--- src/afbc_pkg.sv ---
// Shared constants and types for the ALU flag and branch-condition block
package afbc_pkg;
  localparam int DATA_W = 16;
  localparam int ACC_W = 40;
  localparam int SHAMT_W = 4;
  localparam int NIB_W = 4;
  localparam int LIT5_W = 5;
  localparam int SLIT4_W = 4;
  localparam int ACC_SAT_BIT = 31;
  // Branch taken costs one extra cycle
  localparam logic [1:0] BR_CYC_NT = 2'h1;
  localparam logic [1:0] BR_CYC_TK = 2'h2;
  localparam logic [39:0] ACC_ZERO = 40'h00_0000_0000;

  typedef enum logic [3:0] {
    AFBC_OP_NOP,
    AFBC_OP_ADD,
    AFBC_OP_SUM_WITH_CARRY_OP,
    AFBC_OP_ACC_ADD,
    AFBC_OP_ASR1,
    AFBC_OP_ASR_REG,
    AFBC_OP_ASR_LIT,
    AFBC_OP_BIT_CLR,
    AFBC_OP_BIT_SET,
    AFBC_OP_BIT_TGL,
    AFBC_OP_BIT_WR_C,
    AFBC_OP_BIT_WR_Z,
    AFBC_OP_BRANCH,
    AFBC_OP_BR_UNCOND,
    AFBC_OP_BR_COMPUTED
  } afbc_op_t;

  typedef enum logic [4:0] {
    AFBC_CC_C, AFBC_CC_GE, AFBC_CC_GEU, AFBC_CC_GT, AFBC_CC_GTU,
    AFBC_CC_LE, AFBC_CC_LEU, AFBC_CC_LT, AFBC_CC_LTU, AFBC_CC_N,
    AFBC_CC_NC, AFBC_CC_NN, AFBC_CC_NOV, AFBC_CC_NZ, AFBC_CC_OA,
    AFBC_CC_OB, AFBC_CC_OV, AFBC_CC_SA, AFBC_CC_SB, AFBC_CC_Z
  } afbc_cc_t;
endpackage

--- src/afbc_shifter.sv ---
// Arithmetic right shifter with the flag terms it produces
`timescale 1ns/100ps
module afbc_shifter
  import afbc_pkg::*;
(
  // Operand
  input wire logic [DATA_W-1:0] opnd,
  input wire logic [SHAMT_W-1:0] shamt,
  // Result and flag terms
  output logic [DATA_W-1:0] res,
  output logic carry_out
);
  wire logic signed [DATA_W-1:0] opnd_s = signed'(opnd);
  // Single-step carry is the bit shifted out
  assign carry_out = opnd[0];
  assign res = DATA_W'(opnd_s >>> shamt);
endmodule // afbc_shifter

--- src/afbc_cond.sv ---
// Branch condition evaluation from the status flags
`timescale 1ns/100ps
module afbc_cond
  import afbc_pkg::*;
(
  // Flags
  input wire logic flag_c,
  input wire logic flag_z,
  input wire logic flag_n,
  input wire logic flag_ov,
  input wire logic flag_oa,
  input wire logic flag_ob,
  input wire logic flag_sa,
  input wire logic flag_sb,
  // Condition select and verdict
  input wire afbc_cc_t cc,
  output logic cond_true
);
  wire logic sgn_lt = flag_n ^ flag_ov;
  wire logic u_ge = flag_c;
  wire logic u_gt = flag_c & ~flag_z;
  wire logic s_ge = ~sgn_lt;
  wire logic s_gt = ~sgn_lt & ~flag_z;

  always_comb begin
    case (cc)
      AFBC_CC_C: cond_true = flag_c;
      AFBC_CC_GE: cond_true = s_ge;
      AFBC_CC_GEU: cond_true = u_ge;
      AFBC_CC_GT: cond_true = s_gt;
      AFBC_CC_GTU: cond_true = u_gt;
      AFBC_CC_LE: cond_true = ~s_gt;
      AFBC_CC_LEU: cond_true = ~u_gt;
      AFBC_CC_LT: cond_true = sgn_lt;
      AFBC_CC_LTU: cond_true = ~u_ge;
      AFBC_CC_N: cond_true = flag_n;
      AFBC_CC_NC: cond_true = ~flag_c;
      AFBC_CC_NN: cond_true = ~flag_n;
      AFBC_CC_NOV: cond_true = ~flag_ov;
      AFBC_CC_NZ: cond_true = ~flag_z;
      AFBC_CC_OA: cond_true = flag_oa;
      AFBC_CC_OB: cond_true = flag_ob;
      AFBC_CC_OV: cond_true = flag_ov;
      AFBC_CC_SA: cond_true = flag_sa;
      AFBC_CC_SB: cond_true = flag_sb;
      AFBC_CC_Z: cond_true = flag_z;
      default: cond_true = 1'b0;
    endcase
  end
endmodule // afbc_cond

--- src/afbc_core.sv ---
// ALU datapath with status flags and branch timing
`timescale 1ns/100ps
module afbc_core
  import afbc_pkg::*;
(
  // Clock and reset
  input wire logic clk_sys,
  input wire logic sys_rst,
  // Instruction issue
  input wire logic op_valid,
  input wire afbc_op_t op_code,
  input wire afbc_cc_t op_cc,
  input wire logic [DATA_W-1:0] opnd_a,
  input wire logic [DATA_W-1:0] opnd_b,
  input wire logic [SHAMT_W-1:0] opnd_bit,
  input wire logic [SLIT4_W-1:0] opnd_slit4,
  input wire logic acc_sel,
  // Core stall
  output logic op_ready,
  // Result
  output logic res_valid,
  output logic [DATA_W-1:0] res_data,
  output logic br_taken,
  output logic [1:0] br_cycles,
  // Accumulators
  output logic [ACC_W-1:0] acc_a,
  output logic [ACC_W-1:0] acc_b,
  // Status flags
  output logic flag_c,
  output logic nibble_carry_flag,
  output logic flag_n,
  output logic signed_overflow_flag,
  output logic flag_z,
  output logic acc_a_overflow_flag,
  output logic acc_b_overflow_flag,
  output logic acc_a_saturation_flag,
  output logic acc_b_saturation_flag
);
  logic c_q, dc_q, n_q, ov_q, z_q, oa_q, ob_q, sa_q, sb_q;
  logic c_d, dc_d, n_d, ov_d, z_d, oa_d, ob_d, sa_d, sb_d;
  logic [ACC_W-1:0] acca_q, accb_q, acca_d, accb_d;
  logic ready_q;
  logic res_valid_q, br_taken_q;
  logic [1:0] br_cycles_q;
  logic [DATA_W-1:0] res_q;
  logic [DATA_W-1:0] res_d;

  wire logic issue = op_valid & ready_q;

  // Adder, one extra bit for carry out
  wire logic cin = (op_code == AFBC_OP_SUM_WITH_CARRY_OP) ? c_q : 1'b0;
  wire logic [DATA_W:0] sum = {1'b0, opnd_a} + {1'b0, opnd_b} + {{DATA_W{1'b0}}, cin};
  wire logic [NIB_W:0] nib_sum = {1'b0, opnd_a[NIB_W-1:0]} + {1'b0, opnd_b[NIB_W-1:0]}
                                 + {{NIB_W{1'b0}}, cin};
  wire logic add_ov = (opnd_a[DATA_W-1] == opnd_b[DATA_W-1]) &
                      (sum[DATA_W-1] != opnd_a[DATA_W-1]);

  // Shifter: single step uses count one
  wire logic is_asr1 = (op_code == AFBC_OP_ASR1);
  wire logic [SHAMT_W-1:0] shamt = is_asr1 ? SHAMT_W'(1) : opnd_b[SHAMT_W-1:0];
  wire logic [DATA_W-1:0] sh_res;
  wire logic sh_c;

  afbc_shifter u_shift (
    .opnd(opnd_a),
    .shamt(shamt),
    .res(sh_res),
    .carry_out(sh_c)
  );

  // Accumulator add: sign-extend, shift by signed literal
  wire logic signed [ACC_W-1:0] wext = ACC_W'(signed'(opnd_a));
  wire logic signed [SLIT4_W-1:0] slit = signed'(opnd_slit4);
  wire logic [SLIT4_W-1:0] slit_mag = slit[SLIT4_W-1] ? SLIT4_W'(-slit) : opnd_slit4;
  // Positive literal shifts right, negative shifts left
  wire logic [ACC_W-1:0] wsh = slit[SLIT4_W-1] ? (wext << slit_mag) : ACC_W'(wext >>> slit_mag);
  wire logic [ACC_W-1:0] acc_src = acc_sel ? accb_q : acca_q;
  wire logic [ACC_W:0] acc_sum = {1'b0, acc_src} + {1'b0, wsh};
  wire logic [ACC_W-1:0] acc_res = acc_sum[ACC_W-1:0];
  // Saturation when the 40-bit sum overflows; overflow into guard bits
  wire logic acc_sat = (acc_src[ACC_W-1] == wsh[ACC_W-1]) &
                       (acc_res[ACC_W-1] != acc_src[ACC_W-1]);
  wire logic acc_ovf = ~(&acc_res[ACC_W-1:ACC_SAT_BIT] | ~|acc_res[ACC_W-1:ACC_SAT_BIT]);

  wire logic cond_true;
  afbc_cond u_cond (
    .flag_c(c_q),
    .flag_z(z_q),
    .flag_n(n_q),
    .flag_ov(ov_q),
    .flag_oa(oa_q),
    .flag_ob(ob_q),
    .flag_sa(sa_q),
    .flag_sb(sb_q),
    .cc(op_cc),
    .cond_true(cond_true)
  );

  wire logic is_br = (op_code == AFBC_OP_BRANCH);
  wire logic is_br2 = (op_code == AFBC_OP_BR_UNCOND) | (op_code == AFBC_OP_BR_COMPUTED);
  wire logic take = (is_br & cond_true) | is_br2;
  wire logic [DATA_W-1:0] bit_mask = DATA_W'(1) << opnd_bit;

  always_comb begin
    c_d = c_q;
    dc_d = dc_q;
    n_d = n_q;
    ov_d = ov_q;
    z_d = z_q;
    oa_d = oa_q;
    ob_d = ob_q;
    sa_d = sa_q;
    sb_d = sb_q;
    acca_d = acca_q;
    accb_d = accb_q;
    res_d = res_q;
    if (issue) begin
      case (op_code)
        AFBC_OP_ADD, AFBC_OP_SUM_WITH_CARRY_OP: begin
          res_d = sum[DATA_W-1:0];
          c_d = sum[DATA_W];
          dc_d = nib_sum[NIB_W];
          n_d = sum[DATA_W-1];
          ov_d = add_ov;
          z_d = (sum[DATA_W-1:0] == '0);
        end
        AFBC_OP_ACC_ADD: begin
          // Only the accumulator flags move
          if (acc_sel) begin
            accb_d = acc_res;
            ob_d = acc_ovf;
            sb_d = sb_q | acc_sat;
          end else begin
            acca_d = acc_res;
            oa_d = acc_ovf;
            sa_d = sa_q | acc_sat;
          end
        end
        AFBC_OP_ASR_REG, AFBC_OP_ASR_LIT: begin
          res_d = sh_res;
          n_d = sh_res[DATA_W-1];
          z_d = (sh_res == '0);
        end
        AFBC_OP_ASR1: begin
          res_d = sh_res;
          c_d = sh_c;
          n_d = sh_res[DATA_W-1];
          ov_d = 1'b0; // Sign cannot change on arithmetic shift
          z_d = (sh_res == '0);
        end
        // Bit operations leave every flag alone
        AFBC_OP_BIT_CLR: res_d = opnd_a & ~bit_mask;
        AFBC_OP_BIT_SET: res_d = opnd_a | bit_mask;
        AFBC_OP_BIT_TGL: res_d = opnd_a ^ bit_mask;
        AFBC_OP_BIT_WR_C: res_d = c_q ? (opnd_a | bit_mask) : (opnd_a & ~bit_mask);
        AFBC_OP_BIT_WR_Z: res_d = z_q ? (opnd_a | bit_mask) : (opnd_a & ~bit_mask);
        default: res_d = res_q;
      endcase
    end
  end

  always_ff @(posedge clk_sys) begin
    if (sys_rst) begin
      {c_q, dc_q, n_q, ov_q, z_q} <= 5'h00;
      {oa_q, ob_q, sa_q, sb_q} <= 4'h0;
      acca_q <= ACC_ZERO;
      accb_q <= ACC_ZERO;
      res_q <= '0;
    end else begin
      {c_q, dc_q, n_q, ov_q, z_q} <= {c_d, dc_d, n_d, ov_d, z_d};
      {oa_q, ob_q, sa_q, sb_q} <= {oa_d, ob_d, sa_d, sb_d};
      acca_q <= acca_d;
      accb_q <= accb_d;
      res_q <= res_d;
    end
  end

  // Taken branch holds issue for the flush cycle
  always_ff @(posedge clk_sys) begin
    if (sys_rst) begin
      ready_q <= 1'b1;
      res_valid_q <= 1'b0;
      br_taken_q <= 1'b0;
      br_cycles_q <= 2'h0;
    end else begin
      ready_q <= ~(issue & take);
      res_valid_q <= issue;
      br_taken_q <= issue & take;
      br_cycles_q <= !issue ? 2'h0 : (take ? BR_CYC_TK : BR_CYC_NT);
    end
  end

  assign op_ready = ready_q;
  assign res_valid = res_valid_q;
  assign res_data = res_q;
  assign br_taken = br_taken_q;
  assign br_cycles = br_cycles_q;
  assign acc_a = acca_q;
  assign acc_b = accb_q;
  assign flag_c = c_q;
  assign nibble_carry_flag = dc_q;
  assign flag_n = n_q;
  assign signed_overflow_flag = ov_q;
  assign flag_z = z_q;
  assign acc_a_overflow_flag = oa_q;
  assign acc_b_overflow_flag = ob_q;
  assign acc_a_saturation_flag = sa_q;
  assign acc_b_saturation_flag = sb_q;
endmodule // afbc_core

--- config.mk ---
export PLATFORM = sky130hd
export DESIGN_NAME = afbc_core
export DESIGN_NICKNAME = d
export VERILOG_FILES = /design/src/afbc_pkg.sv /design/src/afbc_shifter.sv /design/src/afbc_cond.sv /design/src/afbc_core.sv
export SDC_FILE = /design/constraint.sdc
export NUM_CORES = 1
export LEC_CHECK = 0
export BUFFER_PORTS_ARGS = -buffer_cell sky130_fd_sc_hd__buf_2
export CORE_ASPECT_RATIO = 1.75
export CORE_MARGIN = 2
export CORE_UTILIZATION = 44
export CTS_CLUSTER_SIZE = 16
export DETAILED_ROUTE_END_ITERATION = 8
export PLACE_DENSITY_LB_ADDON = 0.25
export SLEW_MARGIN = 5
export SYNTH_ARGS = -nofsm -noshare
export SYNTH_HDL_FRONTEND = slang
export SYNTH_HIERARCHICAL = 1
export SYNTH_SLANG_ARGS = --single-unit
export TNS_END_PERCENT = 20
--- constraint.sdc ---
create_clock -name clk_sys -period 5.6 [get_ports clk_sys]
set_input_delay 0.28 -clock clk_sys [delete_from_list [all_inputs] [get_ports clk_sys]]
set_output_delay 0.28 -clock clk_sys [all_outputs]
set_load 0.05 [all_outputs]
# [Word level (Yosys, flattened, before mapping)]
# Index checks and enable logic that the tools add are counted.
[classes] addsub=6 eq_ne=37 shift=4 n_mux=14 n_bitwise=28 n_reduce_logical=20
[op_table] op="$pmux 16 s7" n=1
[op_table] op="$mux 40" n=2
[op_table] op="$add 40x40->40" n=1
[op_table] op="$eq 5x4->1 const B" n=8
[op_table] op="$shl 40x4->40" n=1
[op_table] op="$sshr 16x4->40" n=1
[op_table] op="$logic_not 16->1" n=2
[op_table] op="$mux 16" n=2
[op_table] op="$eq 4x4->1 const B" n=7
[op_table] op="$eq 5x3->1 const B" n=4
[op_table] op="$eq 5x5->1 const B" n=4
[op_table] op="$pmux 1 s18" n=1
[op_table] op="$add 16x16->17" n=1
[op_table] op="$add 17x1->17" n=1
[op_table] op="$and 16x16->16" n=1
[op_table] op="$eq 4x3->1 const B" n=4
[op_table] op="$not 16->16" n=1
[op_table] op="$or 16x16->16" n=1
[op_table] op="$shl 1x4->16 const A" n=1
[op_table] op="$sshr 16x4->16" n=1
[op_table] op="$xor 16x16->16" n=1
[op_table] op="$not 1->1" n=11
[op_table] op="$eq 5x2->1 const B" n=2
[op_table] op="$reduce_and 9->1" n=1
[op_table] op="24 further kinds" n=49
[totals] ff_bits=110 input_bits=53 output_inout_bits=110 word_cells=125

# [Logic depth before layout (Yosys ltp)]
[logic_depth] ltp_word=9 mapped_depth=26 ltp_nobuf=22

# [By module]
# The synthesis kept the hierarchy.
[modules_own_cells] mod="afbc_core" instances=1 cells_per_inst=1392 area_per_inst_um2=10163.5 seq_area_each_um2=2202.1
[modules_own_cells] mod="afbc_shifter" instances=1 cells_per_inst=80 area_per_inst_um2=789.5 seq_area_each_um2=0.0
[modules_own_cells] mod="afbc_cond" instances=1 cells_per_inst=34 area_per_inst_um2=217.7 seq_area_each_um2=0.0

# [Worst setup path after synthesis]
# OpenSTA, ideal clock, no wires.
[synth_timing] path_type="input-to-reg" from="input port opnd_slit4[0]" to="register oa_q (netlist: acc_a_overflow_flag)" setup_time_ns=0.101 arrival_time_ns=4.858 required_time_ns=5.499 slack_ns=0.641 cell_stages=20 n_path_buf=3 cell_sequence="inv_2 -> buf_1 -> ha_1 -> nor2b_1 -> xnor2_1 -> clkbuf_1 -> mux2i_1 -> a21oi_1 -> ha_1 -> buf_2 -> a21o_1 -> o21bai_1 -> a221o_1 -> a221o_1 -> a31oi_1 -> o21ai_1 -> a21o_1 -> xnor2_2 -> and4_1 -> o41ai_1"
[synth_via] elab_chain_len=9 elab_cells_between_ends=11 cone_classes="add/sub: 2; shift: 2; mux: 2; bitwise: 2; reduce/logical: 3"
[synth_rtl] item="start: declaration" line_no="afbc_core.sv:16" rtl="input wire logic [SLIT4_W-1:0] opnd_slit4,"
[synth_rtl] item="$neg 4->4" line_no="afbc_core.sv:74" rtl="wire logic [SLIT4_W-1:0] slit_mag = slit[SLIT4_W-1] ? SLIT4_W'(-slit) : opnd_slit4;"
[synth_rtl] item="$mux 4 (*)" line_no="afbc_core.sv:74"
[synth_rtl] item="$sshr 16x4->40 / $shl 40x4->40 (equally long branches)" line_no="afbc_core.sv:76" rtl="wire logic [ACC_W-1:0] wsh = slit[SLIT4_W-1] ? (wext << slit_mag) : ACC_W'(wext >>> slit_mag);"
[synth_rtl] item="$mux 40 (*)" line_no="afbc_core.sv:76"
[synth_rtl] item="$add 40x40->40 (*)" line_no="afbc_core.sv:78" rtl="wire logic [ACC_W:0] acc_sum = {1'b0, acc_src} + {1'b0, wsh};"
[synth_rtl] item="$reduce_or 9->1" line_no="afbc_core.sv:83" rtl="wire logic acc_ovf = ~(&acc_res[ACC_W-1:ACC_SAT_BIT] | ~|acc_res[ACC_W-1:ACC_SAT_BIT]);"
[synth_rtl] item="$logic_not 1->1" line_no="afbc_core.sv:83"
[synth_rtl] item="$or 1x1->1 (*)" line_no="afbc_core.sv:83"
[synth_rtl] item="$not 1->1 (*)" line_no="afbc_core.sv:83"
[synth_rtl] item="end signal: assignment" line_no="afbc_core.sv:171" rtl="{oa_q, ob_q, sa_q, sb_q} <= {oa_d, ob_d, sa_d, sb_d};"
[synth_rtl] item="end: declaration" line_no="afbc_core.sv:39" rtl="logic c_q, dc_q, n_q, ov_q, z_q, oa_q, ob_q, sa_q, sb_q;"
# Every way passes the cells marked *; elsewhere a longest branch is shown, timed or not.
# A chain may end at the register's enable or synchronous reset.

# [Worst setup path after layout]
[layout_timing] from="input port opnd_slit4[1]" to="register oa_q (netlist: acc_a_overflow_flag)"
# The elaborated chain is that of the path after synthesis.

==> results.tsv <==
stage	metric	value	unit
status	status	finished, final reports clean	
setup_path	cpMostUsedCell	o21ai_0	
die	io_pins	163	
sta	slew_viol_final	0	
die	core_area	0.02515	mm²
sta	hold_viol_final	0	
sta	fmax	200.6	MHz
global_route	antenna_found_initial	0	
routing	vias_per_cell	6.135	
final_layout	multi_input_area	0.008391	mm²
setup_path	worst-setup-path-type	in2reg	
routing	vias	11750	
global_route	grt_overflow	0	
clock_network	clk_pin_slew_worst_paths	0.09	ns
routing	first_pass_iters	9	
clock_network	cts_tree	built	
synthesis	avgSynthCellArea	7.417	µm²
place	port-buffer-count	162	
place	gp_congestion	0.9878	
global_route	first_global_vias	11360	
clock_network	clk_latency	0.38	ns
synthesis	synth_enable_flop_cells	0	
final_layout	drive_above_1_share	17.81	%
synthesis	ys_warn_count	6	
power	total_power	2372	µW
setup_path	arrival	5.26	ns
power	vdd_drop_max	151.4	µV
sta	finalSetupTns	0	ns
sta	tightest_slew	1.066	ns
sta	period_share	89.03	%
sta	setup_viol	0	
setup_path	slowest_stage	fa_1	
die	initial_utilization	44.42	%
synthesis	ys_seq_elements	110	
worst_hold_path	hold_class	in2reg	
routing	ant_nets	0	
setup_path	critPathMaxFanout	36	
clock_network	clock_path_buffers	2	
clock_network	cts_resized	0	
synthesis	synth_cells	1506	
synthesis	yosysSeqAreaShare	19.71	%
final_layout	fin_nets	1742	
job	max_cap_viol_count	0	
synthesis	synthFlopType	dfxtp_1	
power	leakage	0.005446	µW
die	row_count	77	
final_layout	area_growth	11.63	%
die	die_h	214.8	µm
power	power.density	190.2	mW/mm²
sta	grt_setup_unrepaired	no	
routing	wl_per_cell	20.03	µm
setup_path	required	5.87	ns
clock_network	postCtsSetupRepairBufs	0	
setup_path	max_stage_delay	0.50	ns
sta	finalCriticalPeriod	4.986	ns
clock_network	htreeDepth	3	
synthesis	synthArstFlopShare	0	%
die	die-area	0.02673	mm²
clock_network	cts_root_buffer	clkbuf_16	
synthesis	synthesis.nets	1653	
routing	drtIter0Drc	718	
final_layout	diodes	0	
synthesis	netlist_area	0.01117	mm²
final_layout	final_util	49.59	%
final_layout	fin_area	0.01247	mm²
die	die_x	124.4	µm
place	place_area	0.01214	mm²
global_route	track_usage	27.82	%
global_route	grt_max_degree	103	
clock_network	hold_buffers	0	
setup_path	worstSetupEndpointType	flop	
setup_path	startpoint_type	input port	
clock_network	cts.sinks	110	
setup_path	cp_cell_sequence	buf_2, inv_1, ha_1, nand2_1, o21a_1, buf_12, o21ai_0, mux2i_1, o21ai_0, o21ai_0, fa_1, a21oi_1, nor4_1, buf_4, o21ba_2, o2111ai_1, nand3_1, a311o_1, xor2_1, nor3_1, and4_1, o41ai_1	
routing	drt-total-wl	38390	µm
sta	worst_slew_margin_rel	28.96	%
clock_network	numCtsBuffers	9	
place	dp_hpwl	30380	µm
global_route	grt_pass1_wl	60130	µm
sta	hold_ws	0.2037	ns
synthesis	synth.distinct_cells	78	
sta	skew	0.01441	ns
final_layout	seq_area	0.002202	mm²
routing	drcViolationCount	0	
final_layout	fill_cells	2522	
[synth_stat cells (6+ instances only)]
library cell,instances,share of area (%)
a211o_1,7,0.55
a211oi_1,20,1.3
a21o_1,23,1.5
a21oi_1,178,8.0
a221o_1,6,0.54
a221oi_1,9,0.71
a31oi_1,13,0.73
and2_1,8,0.45
buf_1,9,0.30
buf_2,9,0.40
clkbuf_1,84,2.8
dfxtp_1,110,20
ha_1,91,10
inv_1,43,1.4
mux2_2,46,4.6
mux2i_1,48,4.3
mux4_2,15,3.0
nand2_1,259,8.7
nand2b_1,10,0.56
nand3_1,55,2.5
nand3b_1,6,0.40
nand4_1,11,0.62
nor2_1,93,3.1
nor2b_1,17,0.95
nor3_1,21,0.94
nor4_1,13,0.73
o2111ai_1,16,1.3
o211ai_1,22,1.5
o21a_1,9,0.60
o21ai_0,87,3.9
o21bai_1,11,0.74
o22ai_1,9,0.50
o31ai_1,8,0.54
or3_1,6,0.34
xnor2_1,34,2.7
xor2_1,18,1.4
[worst max-delay path, delay by kind of cell]
kind | cells | cell delay [ns]
AOI/OAI and AO/OA | 9 | 2.56
xor gates and xnor gates | 1 | 0.28
adders and majority gates | 2 | 0.76
buffers and inverters | 4 | 0.47
muxes | 1 | 0.25
and+or+nand+nor | 5 | 0.65
[placed cells by master, fill, tap and decap left out, drive strengths merged, types with 11 or more instances in the layout]
cell type,n
nand4,11
nor4,13
o2111ai,16
xnor2,35
o21bai,11
xor2,18
mux2,47
mux4,20
mux2i,48
ha,91
nor3,22
nor2b,17
nand2,259
buf,184
a21oi,178
a31oi,13
o211ai,22
nor2,93
dfxtp,110
a211oi,20
o21ai,92
inv,48
nand3,55
a21o,23
[per-stage QoR]
step	setup WS (ns)	instances
6_report	0.6141	1916
3_5_place_dp	0.3089	1900
2_1_floorplan	0.6412	1506
5_1_grt	0.3689	1916
4_1_cts	0.7241	1916
3_3_place_gp	0.3758	1900
[sequential cells by signal, summed over array words and instances (netlist names), 2 cells and up]
name       count
br_cycles      2
res_data      16
acc_b         40
acc_a         40
[final cells by class]
type / instances / area share, %
timing repair buffer: 184 / 7.947
inverter: 44 / 1.324
clock buffer: 9 / 1.806
multi-input combinational: 1246 / 67.29
sequential: 110 / 17.66
clock inverter: 7 / 0.8027
tap: 316 / 3.171
[where the power goes]
part | total [µW] | internal (µW) | switching [µW]
Clock | 698 | 363 | 335
Sequential | 809 | 798 | 11.2
Combinational | 865 | 293 | 572
[per-layer routing]
| layer | global-route usage, % | wire [µm] |
|---|---|---|
| met1 | 28.00 | 13720 |
| met2 | 52.02 | 20070 |
| met3 | 3.510 | 1756 |
| met4 | 19.89 | 2844 |
| met5 | 0 | 0 |
[logic make-up (layout without fill, tap and decap cells)]
logic type / after synthesis / in the layout / share of synthesized area (%)
DFF: 110 / 110 / 19.71
buffers and inverters: 150 / 244 / 5.343
xor gates and xnor gates: 53 / 53 / 4.223
adders and majority gates: 94 / 94 / 10.73
AOI/OAI and AO/OA: 457 / 457 / 25.56
muxes: 115 / 115 / 13.24
and+or+nand+nor: 527 / 527 / 21.19
[path summary, 6_finish.rpt]
path | startpoint | endpoint | slack, ns | depth (start not counted)
max reg2reg | acc_b[0] | acc_a_overflow_flag | 1.67 | 14
min | sys_rst | res_data[6] | 0.20 | 2
max | opnd_slit4[1] | acc_a_overflow_flag | 0.61 | 22
min reg2reg | res_data[7] | res_data[7] | 0.45 | 2
No activity file was read; power rests on OpenSTA's default activity.
